[src/pin_mux_pkg.sv]
// shared constants and types for the pin routing matrix, plus the pin input synchroniser
// Contract
// - a pin configured as input feeds its level to both listed block inputs
// - pin with port output and serial transmit drives the AND of both
// - slave data-out driver enabled only while slave chip-select is active
// - competing functions win by fixed priority: oscillator, master, slave, pwm, analog, two-wire
// - programming-port functions reach their pins only while programming mode is high
// - select 000 connects a crystal across P0.0 and P0.1, taking both pins
// - select 011 takes a low-amplitude low-frequency clock from P0.1
// - select 100 takes a digital low-frequency clock input
`timescale 1ns/100ps
`default_nettype none

package pin_mux_pkg;
	localparam int NUM_PINS = 15;
	localparam int NUM_ANALOG = 11;
	localparam int NUM_PRI = 7;

	// pin index: P0.n is n, P1.n is 8 + n; analog input k sits on pin k
	localparam int PIN_XTAL_A = 0;
	localparam int PIN_LF_CLOCK = 1;
	localparam int PIN_PULSE_WIDTH_OUTPUT_0 = 2;
	localparam int PIN_PULSE_WIDTH_OUTPUT_1_TX = 3;
	localparam int PIN_RX_TW_CLOCK = 4;
	localparam int PIN_SCK_TW_DATA = 5;
	localparam int PIN_PIN_INTERRUPT_INPUT_1 = 6;
	localparam int PIN_SLAVE_IN = 7;
	localparam int PIN_SLAVE_OUT = 8;
	localparam int PIN_CHIP_SELECT = 9;
	localparam int PIN_MASTER_CLOCK = 12;
	localparam int PIN_MASTER_OUT = 13;
	localparam int PIN_MASTER_IN = 14;

	// request bit positions, lowest number wins except PRI_PORT, which wins only when no other bit is set
	localparam int PRI_PORT = 0;
	localparam int PRI_LF_OSC = 1;
	localparam int PRI_MASTER = 2;
	localparam int PRI_SLAVE = 3;
	localparam int PRI_PWM = 4;
	localparam int PRI_ANALOG = 5;
	localparam int PRI_TWO_WIRE = 6;

	localparam logic [2:0] LF_SEL_CRYSTAL = 3'h0;
	localparam logic [2:0] LF_SEL_LOW_AMP = 3'h3;
	localparam logic [2:0] LF_SEL_DIGITAL = 3'h4;

	localparam logic [NUM_PINS-1:0] PIN_OUT_RESET = 15'h0000;
	localparam logic [NUM_PINS-1:0] PIN_OE_RESET = 15'h0000;
	localparam logic [NUM_PINS-1:0] PORT_IN_RESET = 15'h0000;
	localparam logic [NUM_ANALOG-1:0] ANALOG_RESET = 11'h000;
	localparam logic SYNC_RESET = 1'b0;

	typedef enum logic [2:0] {
		OWN_PORT = 3'b000,
		OWN_LF_OSC = 3'b001,
		OWN_MASTER = 3'b010,
		OWN_SLAVE = 3'b011,
		OWN_PWM = 3'b100,
		OWN_ANALOG = 3'b101,
		OWN_TWO_WIRE = 3'b111
	} owner_t;

	typedef struct packed {
		logic master_enable;
		logic slave_enable;
		logic pulse_width_output_0_enable;
		logic pulse_width_output_1_enable;
		logic two_wire_enable;
		logic uart_tx_enable;
		logic [NUM_ANALOG-1:0] analog_enable;
		logic [2:0] low_freq_clock_source_select;
	} cfg_t;

	typedef struct packed {
		logic master_data_out;
		logic master_serial_clock;
		logic slave_data_out;
		logic programming_mode_input_port_data_out;
		logic pulse_width_output_0;
		logic pulse_width_output_1;
		logic uart_tx;
		logic two_wire_data_drive_low;
		logic two_wire_clock_drive_low;
	} periph_to_pins_t;

	typedef struct packed {
		logic master_data_in;
		logic slave_chip_select_n;
		logic slave_serial_clock;
		logic slave_data_in;
		logic programming_mode_input_port_chip_select_n;
		logic programming_mode_input_port_serial_clock;
		logic programming_mode_input_port_data_in;
		logic timer0_count_input;
		logic timer1_count_input;
		logic pin_interrupt_input_0;
		logic pin_interrupt_input_1;
		logic uart_rx;
		logic two_wire_data_in;
		logic two_wire_clock_in;
		logic low_freq_clock;
	} pins_to_periph_t;

	// idle levels: chip selects, receive line and two-wire lines rest high
	localparam pins_to_periph_t TO_PERIPH_RESET = '{
		slave_chip_select_n: 1'b1,
		programming_mode_input_port_chip_select_n: 1'b1,
		uart_rx: 1'b1,
		two_wire_data_in: 1'b1,
		two_wire_clock_in: 1'b1,
		default: 1'b0
	};
endpackage : pin_mux_pkg

module input_sync
	import pin_mux_pkg::*;
#(
	parameter int WIDTH = NUM_PINS
) (
	input wire logic clk_sys,
	input wire logic resetn,
	input wire logic [WIDTH-1:0] d,
	output logic [WIDTH-1:0] q
);
	logic [WIDTH-1:0] stage1;
	logic [WIDTH-1:0] next_stage1;
	logic [WIDTH-1:0] next_q;

	if (WIDTH < 1) begin : g_check
		$error("input_sync needs WIDTH of at least 1");
	end

	always_comb begin
		next_stage1 = d;
		next_q = stage1;
	end

	always_ff @(posedge clk_sys or negedge resetn) begin
		if (!resetn) begin
			stage1 <= {WIDTH{SYNC_RESET}};
			q <= {WIDTH{SYNC_RESET}};
		end else begin
			stage1 <= next_stage1;
			q <= next_q;
		end
	end
endmodule : input_sync

`default_nettype wire

[src/pin_routing_matrix.sv]
// pin routing matrix for the 32-pin package: ownership, drive and input fan-out
`timescale 1ns/100ps
`default_nettype none

module pin_routing_matrix
	import pin_mux_pkg::*;
(
	input wire logic clk_sys,
	input wire logic resetn,
	input wire logic [NUM_PINS-1:0] pin_in,
	output logic [NUM_PINS-1:0] pin_out,
	output logic [NUM_PINS-1:0] pin_oe,
	input wire logic programming_mode_input,
	input wire logic [7:0] port0_pin_output,
	input wire logic [6:0] port1_pin_output,
	input wire logic [NUM_PINS-1:0] port_drive_enable,
	output logic [7:0] port0_pin_input,
	output logic [6:0] port1_pin_input,
	input wire cfg_t cfg,
	input wire periph_to_pins_t from_periph,
	output pins_to_periph_t to_periph,
	output logic [NUM_ANALOG-1:0] analog_select,
	output logic crystal_connect,
	output logic low_amp_clock_select
);
	// ****************************************
	// synchronised pin levels
	// ****************************************
	logic [NUM_PINS-1:0] pin_s;
	logic programming_mode_input_s;

	input_sync #(
		.WIDTH(NUM_PINS + 1)
	) u_sync (
		.clk_sys(clk_sys),
		.resetn(resetn),
		.d({programming_mode_input, pin_in}),
		.q({programming_mode_input_s, pin_s})
	);

	// ****************************************
	// ownership
	// ****************************************
	function automatic owner_t pick_owner(input logic [NUM_PRI-1:0] r);
		owner_t o;
		o = OWN_PORT;
		if (r[PRI_TWO_WIRE]) o = OWN_TWO_WIRE;
		if (r[PRI_ANALOG]) o = OWN_ANALOG;
		if (r[PRI_PWM]) o = OWN_PWM;
		if (r[PRI_SLAVE]) o = OWN_SLAVE;
		if (r[PRI_MASTER]) o = OWN_MASTER;
		if (r[PRI_LF_OSC]) o = OWN_LF_OSC;
		return o;
	endfunction : pick_owner

	logic [NUM_PRI-1:0] req [NUM_PINS];
	owner_t owner [NUM_PINS];
	logic [NUM_PINS-1:0] port_out;
	logic slave_active;
	logic lf_crystal;
	logic lf_low_amp;
	logic lf_digital;
	logic uart_tx_eff;

	logic [NUM_PINS-1:0] next_pin_out;
	logic [NUM_PINS-1:0] next_pin_oe;
	logic [NUM_PINS-1:0] port_in;
	logic [NUM_PINS-1:0] next_port_in;
	pins_to_periph_t next_to_periph;
	logic [NUM_ANALOG-1:0] next_analog_select;
	logic next_crystal_connect;
	logic next_low_amp_clock_select;

	always_comb begin
		port_out = {port1_pin_output, port0_pin_output};
		slave_active = cfg.slave_enable | programming_mode_input_s;
		lf_crystal = cfg.low_freq_clock_source_select == LF_SEL_CRYSTAL;
		lf_low_amp = cfg.low_freq_clock_source_select == LF_SEL_LOW_AMP;
		lf_digital = cfg.low_freq_clock_source_select == LF_SEL_DIGITAL;
		for (int i = 0; i < NUM_PINS; i++) begin
			req[i] = '0;
			req[i][PRI_PORT] = 1'b1;
		end
		req[PIN_XTAL_A][PRI_LF_OSC] = lf_crystal;
		req[PIN_LF_CLOCK][PRI_LF_OSC] = lf_crystal | lf_low_amp | lf_digital;
		req[PIN_MASTER_IN][PRI_MASTER] = cfg.master_enable;
		req[PIN_MASTER_OUT][PRI_MASTER] = cfg.master_enable;
		req[PIN_MASTER_CLOCK][PRI_MASTER] = cfg.master_enable;
		req[PIN_CHIP_SELECT][PRI_SLAVE] = slave_active;
		req[PIN_SLAVE_OUT][PRI_SLAVE] = slave_active;
		req[PIN_SLAVE_IN][PRI_SLAVE] = slave_active;
		req[PIN_SCK_TW_DATA][PRI_SLAVE] = slave_active;
		req[PIN_PULSE_WIDTH_OUTPUT_1_TX][PRI_PWM] = cfg.pulse_width_output_1_enable;
		req[PIN_PULSE_WIDTH_OUTPUT_0][PRI_PWM] = cfg.pulse_width_output_0_enable;
		for (int k = 0; k < NUM_ANALOG; k++) begin
			req[k][PRI_ANALOG] = cfg.analog_enable[k];
		end
		req[PIN_SCK_TW_DATA][PRI_TWO_WIRE] = cfg.two_wire_enable;
		req[PIN_RX_TW_CLOCK][PRI_TWO_WIRE] = cfg.two_wire_enable;
		for (int i = 0; i < NUM_PINS; i++) begin
			owner[i] = pick_owner(req[i]);
		end
	end

	// ****************************************
	// pin drive
	// ****************************************
	always_comb begin
		uart_tx_eff = cfg.uart_tx_enable ? from_periph.uart_tx : 1'b1;
		for (int i = 0; i < NUM_PINS; i++) begin
			next_pin_oe[i] = (owner[i] == OWN_PORT) ? port_drive_enable[i] : 1'b0;
			next_pin_out[i] = (owner[i] == OWN_PORT) ? port_out[i] : 1'b0;
		end
		if (owner[PIN_PULSE_WIDTH_OUTPUT_1_TX] == OWN_PORT) begin
			next_pin_out[PIN_PULSE_WIDTH_OUTPUT_1_TX] = port_out[PIN_PULSE_WIDTH_OUTPUT_1_TX] & uart_tx_eff;
		end
		if (owner[PIN_MASTER_OUT] == OWN_MASTER) begin
			next_pin_oe[PIN_MASTER_OUT] = 1'b1;
			next_pin_out[PIN_MASTER_OUT] = from_periph.master_data_out;
		end
		if (owner[PIN_MASTER_CLOCK] == OWN_MASTER) begin
			next_pin_oe[PIN_MASTER_CLOCK] = 1'b1;
			next_pin_out[PIN_MASTER_CLOCK] = from_periph.master_serial_clock;
		end
		if (owner[PIN_SLAVE_OUT] == OWN_SLAVE) begin
			next_pin_oe[PIN_SLAVE_OUT] = !pin_s[PIN_CHIP_SELECT];
			next_pin_out[PIN_SLAVE_OUT] = programming_mode_input_s ? from_periph.programming_mode_input_port_data_out
				: from_periph.slave_data_out;
		end
		if (owner[PIN_PULSE_WIDTH_OUTPUT_1_TX] == OWN_PWM) begin
			next_pin_oe[PIN_PULSE_WIDTH_OUTPUT_1_TX] = 1'b1;
			next_pin_out[PIN_PULSE_WIDTH_OUTPUT_1_TX] = from_periph.pulse_width_output_1;
		end
		if (owner[PIN_PULSE_WIDTH_OUTPUT_0] == OWN_PWM) begin
			next_pin_oe[PIN_PULSE_WIDTH_OUTPUT_0] = 1'b1;
			next_pin_out[PIN_PULSE_WIDTH_OUTPUT_0] = from_periph.pulse_width_output_0;
		end
		// two-wire lines are open drain: drive only low
		if (owner[PIN_SCK_TW_DATA] == OWN_TWO_WIRE) begin
			next_pin_oe[PIN_SCK_TW_DATA] = from_periph.two_wire_data_drive_low;
		end
		if (owner[PIN_RX_TW_CLOCK] == OWN_TWO_WIRE) begin
			next_pin_oe[PIN_RX_TW_CLOCK] = from_periph.two_wire_clock_drive_low;
		end
	end

	// ****************************************
	// input fan-out
	// ****************************************
	always_comb begin
		next_port_in = pin_s;
		next_to_periph = TO_PERIPH_RESET;
		if (owner[PIN_MASTER_IN] == OWN_MASTER) begin
			next_to_periph.master_data_in = pin_s[PIN_MASTER_IN];
		end
		if (programming_mode_input_s) begin
			if (owner[PIN_CHIP_SELECT] == OWN_SLAVE) begin
				next_to_periph.programming_mode_input_port_chip_select_n = pin_s[PIN_CHIP_SELECT];
			end
			if (owner[PIN_SLAVE_IN] == OWN_SLAVE) begin
				next_to_periph.programming_mode_input_port_data_in = pin_s[PIN_SLAVE_IN];
			end
			if (owner[PIN_SCK_TW_DATA] == OWN_SLAVE) begin
				next_to_periph.programming_mode_input_port_serial_clock = pin_s[PIN_SCK_TW_DATA];
			end
		end else begin
			if (owner[PIN_CHIP_SELECT] == OWN_SLAVE) begin
				next_to_periph.slave_chip_select_n = pin_s[PIN_CHIP_SELECT];
			end
			if (owner[PIN_SLAVE_IN] == OWN_SLAVE) begin
				next_to_periph.slave_data_in = pin_s[PIN_SLAVE_IN];
			end
			if (owner[PIN_SCK_TW_DATA] == OWN_SLAVE) begin
				next_to_periph.slave_serial_clock = pin_s[PIN_SCK_TW_DATA];
			end
		end
		if (owner[PIN_SCK_TW_DATA] == OWN_TWO_WIRE) begin
			next_to_periph.two_wire_data_in = pin_s[PIN_SCK_TW_DATA];
		end
		if (owner[PIN_RX_TW_CLOCK] == OWN_TWO_WIRE) begin
			next_to_periph.two_wire_clock_in = pin_s[PIN_RX_TW_CLOCK];
		end
		// second listed inputs see the pin while it is not driven
		if (!next_pin_oe[PIN_SLAVE_IN]) next_to_periph.timer0_count_input = pin_s[PIN_SLAVE_IN];
		if (!next_pin_oe[PIN_SLAVE_OUT]) next_to_periph.timer1_count_input = pin_s[PIN_SLAVE_OUT];
		if (!next_pin_oe[PIN_PIN_INTERRUPT_INPUT_1]) next_to_periph.pin_interrupt_input_1 = pin_s[PIN_PIN_INTERRUPT_INPUT_1];
		if (!next_pin_oe[PIN_SCK_TW_DATA]) begin
			next_to_periph.pin_interrupt_input_0 = pin_s[PIN_SCK_TW_DATA];
		end
		if (!next_pin_oe[PIN_RX_TW_CLOCK]) next_to_periph.uart_rx = pin_s[PIN_RX_TW_CLOCK];
		if (lf_digital) next_to_periph.low_freq_clock = pin_s[PIN_LF_CLOCK];
		for (int k = 0; k < NUM_ANALOG; k++) begin
			next_analog_select[k] = owner[k] == OWN_ANALOG;
		end
		next_crystal_connect = lf_crystal;
		next_low_amp_clock_select = lf_low_amp;
	end

	always_ff @(posedge clk_sys or negedge resetn) begin
		if (!resetn) begin
			pin_out <= PIN_OUT_RESET;
			pin_oe <= PIN_OE_RESET;
			port_in <= PORT_IN_RESET;
			to_periph <= TO_PERIPH_RESET;
			analog_select <= ANALOG_RESET;
			crystal_connect <= 1'b0;
			low_amp_clock_select <= 1'b0;
		end else begin
			pin_out <= next_pin_out;
			pin_oe <= next_pin_oe;
			port_in <= next_port_in;
			to_periph <= next_to_periph;
			analog_select <= next_analog_select;
			crystal_connect <= next_crystal_connect;
			low_amp_clock_select <= next_low_amp_clock_select;
		end
	end

	assign port0_pin_input = port_in[7:0];
	assign port1_pin_input = port_in[NUM_PINS-1:8];

	// ****************************************
	// checks
	// ****************************************
	property p_fanout;
		@(posedge clk_sys) disable iff (!resetn)
		!port_drive_enable[PIN_SLAVE_IN] |=>
			(to_periph.timer0_count_input == $past(pin_s[PIN_SLAVE_IN]))
			&& (port0_pin_input[PIN_SLAVE_IN] == $past(pin_s[PIN_SLAVE_IN]));
	endproperty
	a_fanout: assert property (p_fanout) else $error("timer0 and port input differ");

	property p_and_drive;
		@(posedge clk_sys) disable iff (!resetn)
		(!cfg.pulse_width_output_1_enable && !cfg.analog_enable[PIN_PULSE_WIDTH_OUTPUT_1_TX] && port_drive_enable[PIN_PULSE_WIDTH_OUTPUT_1_TX])
		|=> pin_oe[PIN_PULSE_WIDTH_OUTPUT_1_TX] && (pin_out[PIN_PULSE_WIDTH_OUTPUT_1_TX] ==
			($past(port0_pin_output[PIN_PULSE_WIDTH_OUTPUT_1_TX])
			& $past(!cfg.uart_tx_enable || from_periph.uart_tx)));
	endproperty
	a_and_drive: assert property (p_and_drive) else $error("shared pin is not the AND");

	property p_slave_out_cs;
		@(posedge clk_sys) disable iff (!resetn)
		(pin_oe[PIN_SLAVE_OUT] && $past(slave_active)) |-> !$past(pin_s[PIN_CHIP_SELECT]);
	endproperty
	a_slave_out_cs: assert property (p_slave_out_cs) else $error("slave out driven unselected");

	property p_pwm_over_analog;
		@(posedge clk_sys) disable iff (!resetn)
		(cfg.pulse_width_output_1_enable && cfg.analog_enable[PIN_PULSE_WIDTH_OUTPUT_1_TX]) |=>
			pin_oe[PIN_PULSE_WIDTH_OUTPUT_1_TX] && !analog_select[PIN_PULSE_WIDTH_OUTPUT_1_TX];
	endproperty
	a_pwm_over_analog: assert property (p_pwm_over_analog) else $error("pwm lost pin");

	property p_slave_over_two_wire;
		@(posedge clk_sys) disable iff (!resetn)
		(slave_active && cfg.two_wire_enable) |=>
			!pin_oe[PIN_SCK_TW_DATA] && to_periph.two_wire_data_in;
	endproperty
	a_slave_over_two_wire: assert property (p_slave_over_two_wire) else $error("two-wire won");

	property p_programming_mode_input_gate;
		@(posedge clk_sys) disable iff (!resetn)
		!programming_mode_input_s |=> to_periph.programming_mode_input_port_chip_select_n && !to_periph.programming_mode_input_port_serial_clock
			&& !to_periph.programming_mode_input_port_data_in;
	endproperty
	a_programming_mode_input_gate: assert property (p_programming_mode_input_gate) else $error("programming_mode_input port live outside programming_mode_input");

	property p_crystal;
		@(posedge clk_sys) disable iff (!resetn)
		(cfg.low_freq_clock_source_select == LF_SEL_CRYSTAL) |=>
			crystal_connect && !pin_oe[PIN_XTAL_A] && !pin_oe[PIN_LF_CLOCK];
	endproperty
	a_crystal: assert property (p_crystal) else $error("crystal pins not taken");

	property p_low_amp;
		@(posedge clk_sys) disable iff (!resetn)
		(cfg.low_freq_clock_source_select == LF_SEL_LOW_AMP) |=>
			low_amp_clock_select && !crystal_connect && !pin_oe[PIN_LF_CLOCK];
	endproperty
	a_low_amp: assert property (p_low_amp) else $error("low amplitude source not taken");

	property p_digital_clock;
		@(posedge clk_sys) disable iff (!resetn)
		(cfg.low_freq_clock_source_select == LF_SEL_DIGITAL) |=>
			to_periph.low_freq_clock == $past(pin_s[PIN_LF_CLOCK]);
	endproperty
	a_digital_clock: assert property (p_digital_clock) else $error("digital clock not routed");

	property p_idle_high;
		@(posedge clk_sys) disable iff (!resetn)
		(!cfg.uart_tx_enable && !cfg.pulse_width_output_1_enable && !cfg.analog_enable[PIN_PULSE_WIDTH_OUTPUT_1_TX]
			&& port_drive_enable[PIN_PULSE_WIDTH_OUTPUT_1_TX])
		|=> pin_out[PIN_PULSE_WIDTH_OUTPUT_1_TX] == $past(port0_pin_output[PIN_PULSE_WIDTH_OUTPUT_1_TX]);
	endproperty
	a_idle_high: assert property (p_idle_high) else $error("idle transmit pulled pin low");
endmodule : pin_routing_matrix

`default_nettype wire

[config.mk]
export PLATFORM = sky130hd
export DESIGN_NAME = pin_routing_matrix
export DESIGN_NICKNAME = d
export VERILOG_FILES = /design/src/pin_mux_pkg.sv /design/src/pin_routing_matrix.sv
export SDC_FILE = /design/constraint.sdc
export NUM_CORES = 1
export LEC_CHECK = 0
export BUFFER_PORTS_ARGS = -buffer_cell sky130_fd_sc_hd__buf_2
export CAP_MARGIN = 10
export CORE_MARGIN = 4
export CORE_UTILIZATION = 45
export CTS_CLUSTER_DIAMETER = 30
export DETAILED_ROUTE_END_ITERATION = 8
export PLACE_DENSITY_LB_ADDON = 0.12
export SETUP_SLACK_MARGIN = 0.2
export SLEW_MARGIN = 20
export SYNTH_ARGS = -nofsm -noshare
export SYNTH_HDL_FRONTEND = slang
export SYNTH_SLANG_ARGS = --single-unit
export TNS_END_PERCENT = 30
[constraint.sdc]
create_clock -name clk_sys -period 2.05 [get_ports clk_sys]
set_clock_uncertainty 0.15 [all_clocks]
set_input_delay 0.205 -clock clk_sys [delete_from_list [all_inputs] [get_ports clk_sys]]
set_output_delay 0.205 -clock clk_sys [all_outputs]
set_load 0.1 [all_outputs]
==> results.ini <==
[status]
status=finished, final reports clean

[global_routing]
grt_usage_pct=17.8
grt_pass1_wl_mm=11.6
use_met1_pct=20.2
grt_start_max_net_pins=48
use_met2_pct=31.6
gr-usage-met3_pct=6.13
antenna_found_initial=0
grt_pass1_vias=2463
grt_most_used_layer=met2
gr-total-overflow=0

[floorplan]
initial_core_util_pct=46.2
dieHeight_um=91.3
die-area_mm2=0.00834
num_rows=30
die_x_um=91.3
io_pins=150
core_area_mm2=0.00676

[drt]
drc=0
ant_nets=0
drt-initial-drc-count=47
drtPass1Iterations=4
wirelength_mm=7.03
via_per_inst=4.41
wire_per_inst_um=14.2
vias=2183

[sta]
tightest_slew_ns=0.588
fin_setup_tns_ns=0
report.final.slew_viol_count=0
final.min_clock_period_ns=1.82
min_period_over_period_pct=88.8
rsz0062_at_grt=yes
maxSlewHeadroom_pct=60.8
finalHoldViolCount=0
whs_ns=0.0115
setup_viol=0
fmax_mhz=549

[layout]
final_nets=487
drive_gt1_share_pct=42.9
mostFrequentLayoutCells=buf_2 (148), dfrtp_1 (100), dlygate4sd3_1 (73)
final-seq-area_mm2=0.00263
multiInputGateArea_um2=469
post-route-util_pct=72.6
area_growth_pct=56.9
diodes=0
final_common_cell=buf_2
fill_cells=430

[clock_network]
cts_buffer_depth=2
cts_tree=done
htree_num_levels=3
cts_buffers=9
root_buffer=clkbuf_8
cts_num_sinks=105
clkTransAtPathRegs_ns=0.10
clock_latency_ns=0.34

[worst_setup_path]
cp-start-kind=flop
crit_required_ns=2.18
cp_data_arrival_time_ns=1.95
worstSetupPathType=reg2reg
critPathMaxFanout=10
crit_path_end_kind=flop

[yosys]
yosysWarnings=0
syn_area_mm2=0.00312
netlist_instances=178
ys_seq_area_share_pct=84.3
ys_types=33
ys_seq_elements=105
synth_area_per_cell_um2=17.6
netlist.area_leader.share_pct=80.1
yosysTopAreaCell=dfrtp_1
syn-num-nets=255
synthTopCellsByArea=dfrtp_1 (80%), dfstp_2 (4.2%), and2_1 (2.2%)

[flow_run]
cap_violations=0

[hold_path]
hp-class=in2reg

[placed_design]
numPortBuffers=149
hpwl_mm=4.26
gp_congestion=0.736

[power_and_ir_drop]
p_per_area_mw_per_mm2=867
ir_drop_mv=0.631
power_leakage_nw=2.50

[through the flow]
stage               setup WS, ns  power [mW]  std cells  area (µm²)
floorplan                  0.568        2.84        178        3120
global placement           0.565        3.06        406        3990
detailed placement         0.545        3.07        406        3990
CTS                        0.237        4.29        495        4900
global route               0.173        4.42        495        4900
finish                     0.230        4.25        495        4900
[Yosys cell counts]
cell type / n
dfrtp_1: 100
and2_1: 11
nor2b_1: 9
nor2_1: 8
nor3b_1: 6
dfstp_2: 5
nor3_1: 3
nor4b_1: 3
a21o_1: 2
a21oi_1: 2
clkbuf_1: 2
inv_1: 2
mux2_2: 2
mux2i_1: 2
nand2b_1: 2
or2_2: 2
a21boi_0: 1
a22o_1: 1
a32o_1: 1
and2b_1: 1
and3_1: 1
and3b_1: 1
buf_6: 1
nand2_1: 1
o211a_1: 1
o21ai_0: 1
o21bai_1: 1
o31a_1: 1
or2_1: 1
or2b_1: 1
or3b_2: 1
or4b_1: 1
or4b_4: 1
[power breakdown]
part	switching, mW	internal (mW)	leakage, nW
sequential	0.0310	2.17	1.27
combinational	0.698	0.237	1.15
clock	0.664	0.447	0.0789
[layer usage]
layer  vias up  share of wire [%]
met1      1047                 39
li1       1041                  -
met3         4                8.7
met4         0               0.67
met5         -                  0
met2        91                 52
[worst max-delay path: stages (launching register included)]
cell and delay (ns):
dfrtp_1 0.47, or2_1 0.33, nor3b_1 0.23, dlygate4sd3_1 0.58
[path summary, 6_finish.rpt]
path / startpoint / end / slack [ns] / cells after the start
worst max-delay path: u_sync.q[15]$_DFF_PN0_ / pin_out[9]$_DFF_PN0_ / 0.23 / 3
worst min-delay path: cfg[0] / analog_select[0]$_DFF_PN0_ / 0.01 / 3
worst max register to register: u_sync.q[15]$_DFF_PN0_ / pin_out[9]$_DFF_PN0_ / 0.23 / 3
worst min register to register: u_sync.next_q[4]$_DFF_PN0_ / u_sync.q[4]$_DFF_PN0_ / 0.19 / 0
max in group asynchronous: resetn / u_sync.next_q[4]$_DFF_PN0_ / 0.93 / 3
min in group asynchronous: resetn / pin_oe[7]$_DFF_PN0_ / 0.26 / 2
[sequential cells by signal, summed over array words and instances, names as in the netlist]
| signal | count |
|---|---|
| port_in | 15 |
| u_sync.q | 16 |
| crystal_connect | 1 |
| analog_select | 11 |
| pin_out | 15 |
| u_sync.next_q | 16 |
| low_amp_clock_select | 1 |
| to_periph | 15 |
| pin_oe | 15 |
[logic make-up after synthesis]
| kind of cell | after synthesis | share of synthesized area [%] |
|---|---|---|
| AND/OR/NAND/NOR | 53 | 10.9 |
| multiplexers | 4 | 1.36 |
| AO/OA/AOI/OAI | 11 | 2.64 |
| buffers and inverters | 5 | 0.841 |
| flip-flops | 105 | 84.3 |
[timing repair]
item	in CTS	in global routing
buffers inserted	0	0
resized for setup	0	1
endpoints found under the setup margin	0	3
hold buffers	73	0
hold endpoints to repair	104	0
[area by class of cell]
cell class / count / area share [%]
Clock inverter: 6 / 0.919
Clock buffer: 10 / 2.60
Multi-Input combinational cell: 68 / 9.57
Sequential cell: 105 / 53.7
Tap cell: 80 / 2.04
Timing Repair Buffer: 224 / 31.0
Inverter: 2 / 0.153
Power figures use the tool's default switching activity.
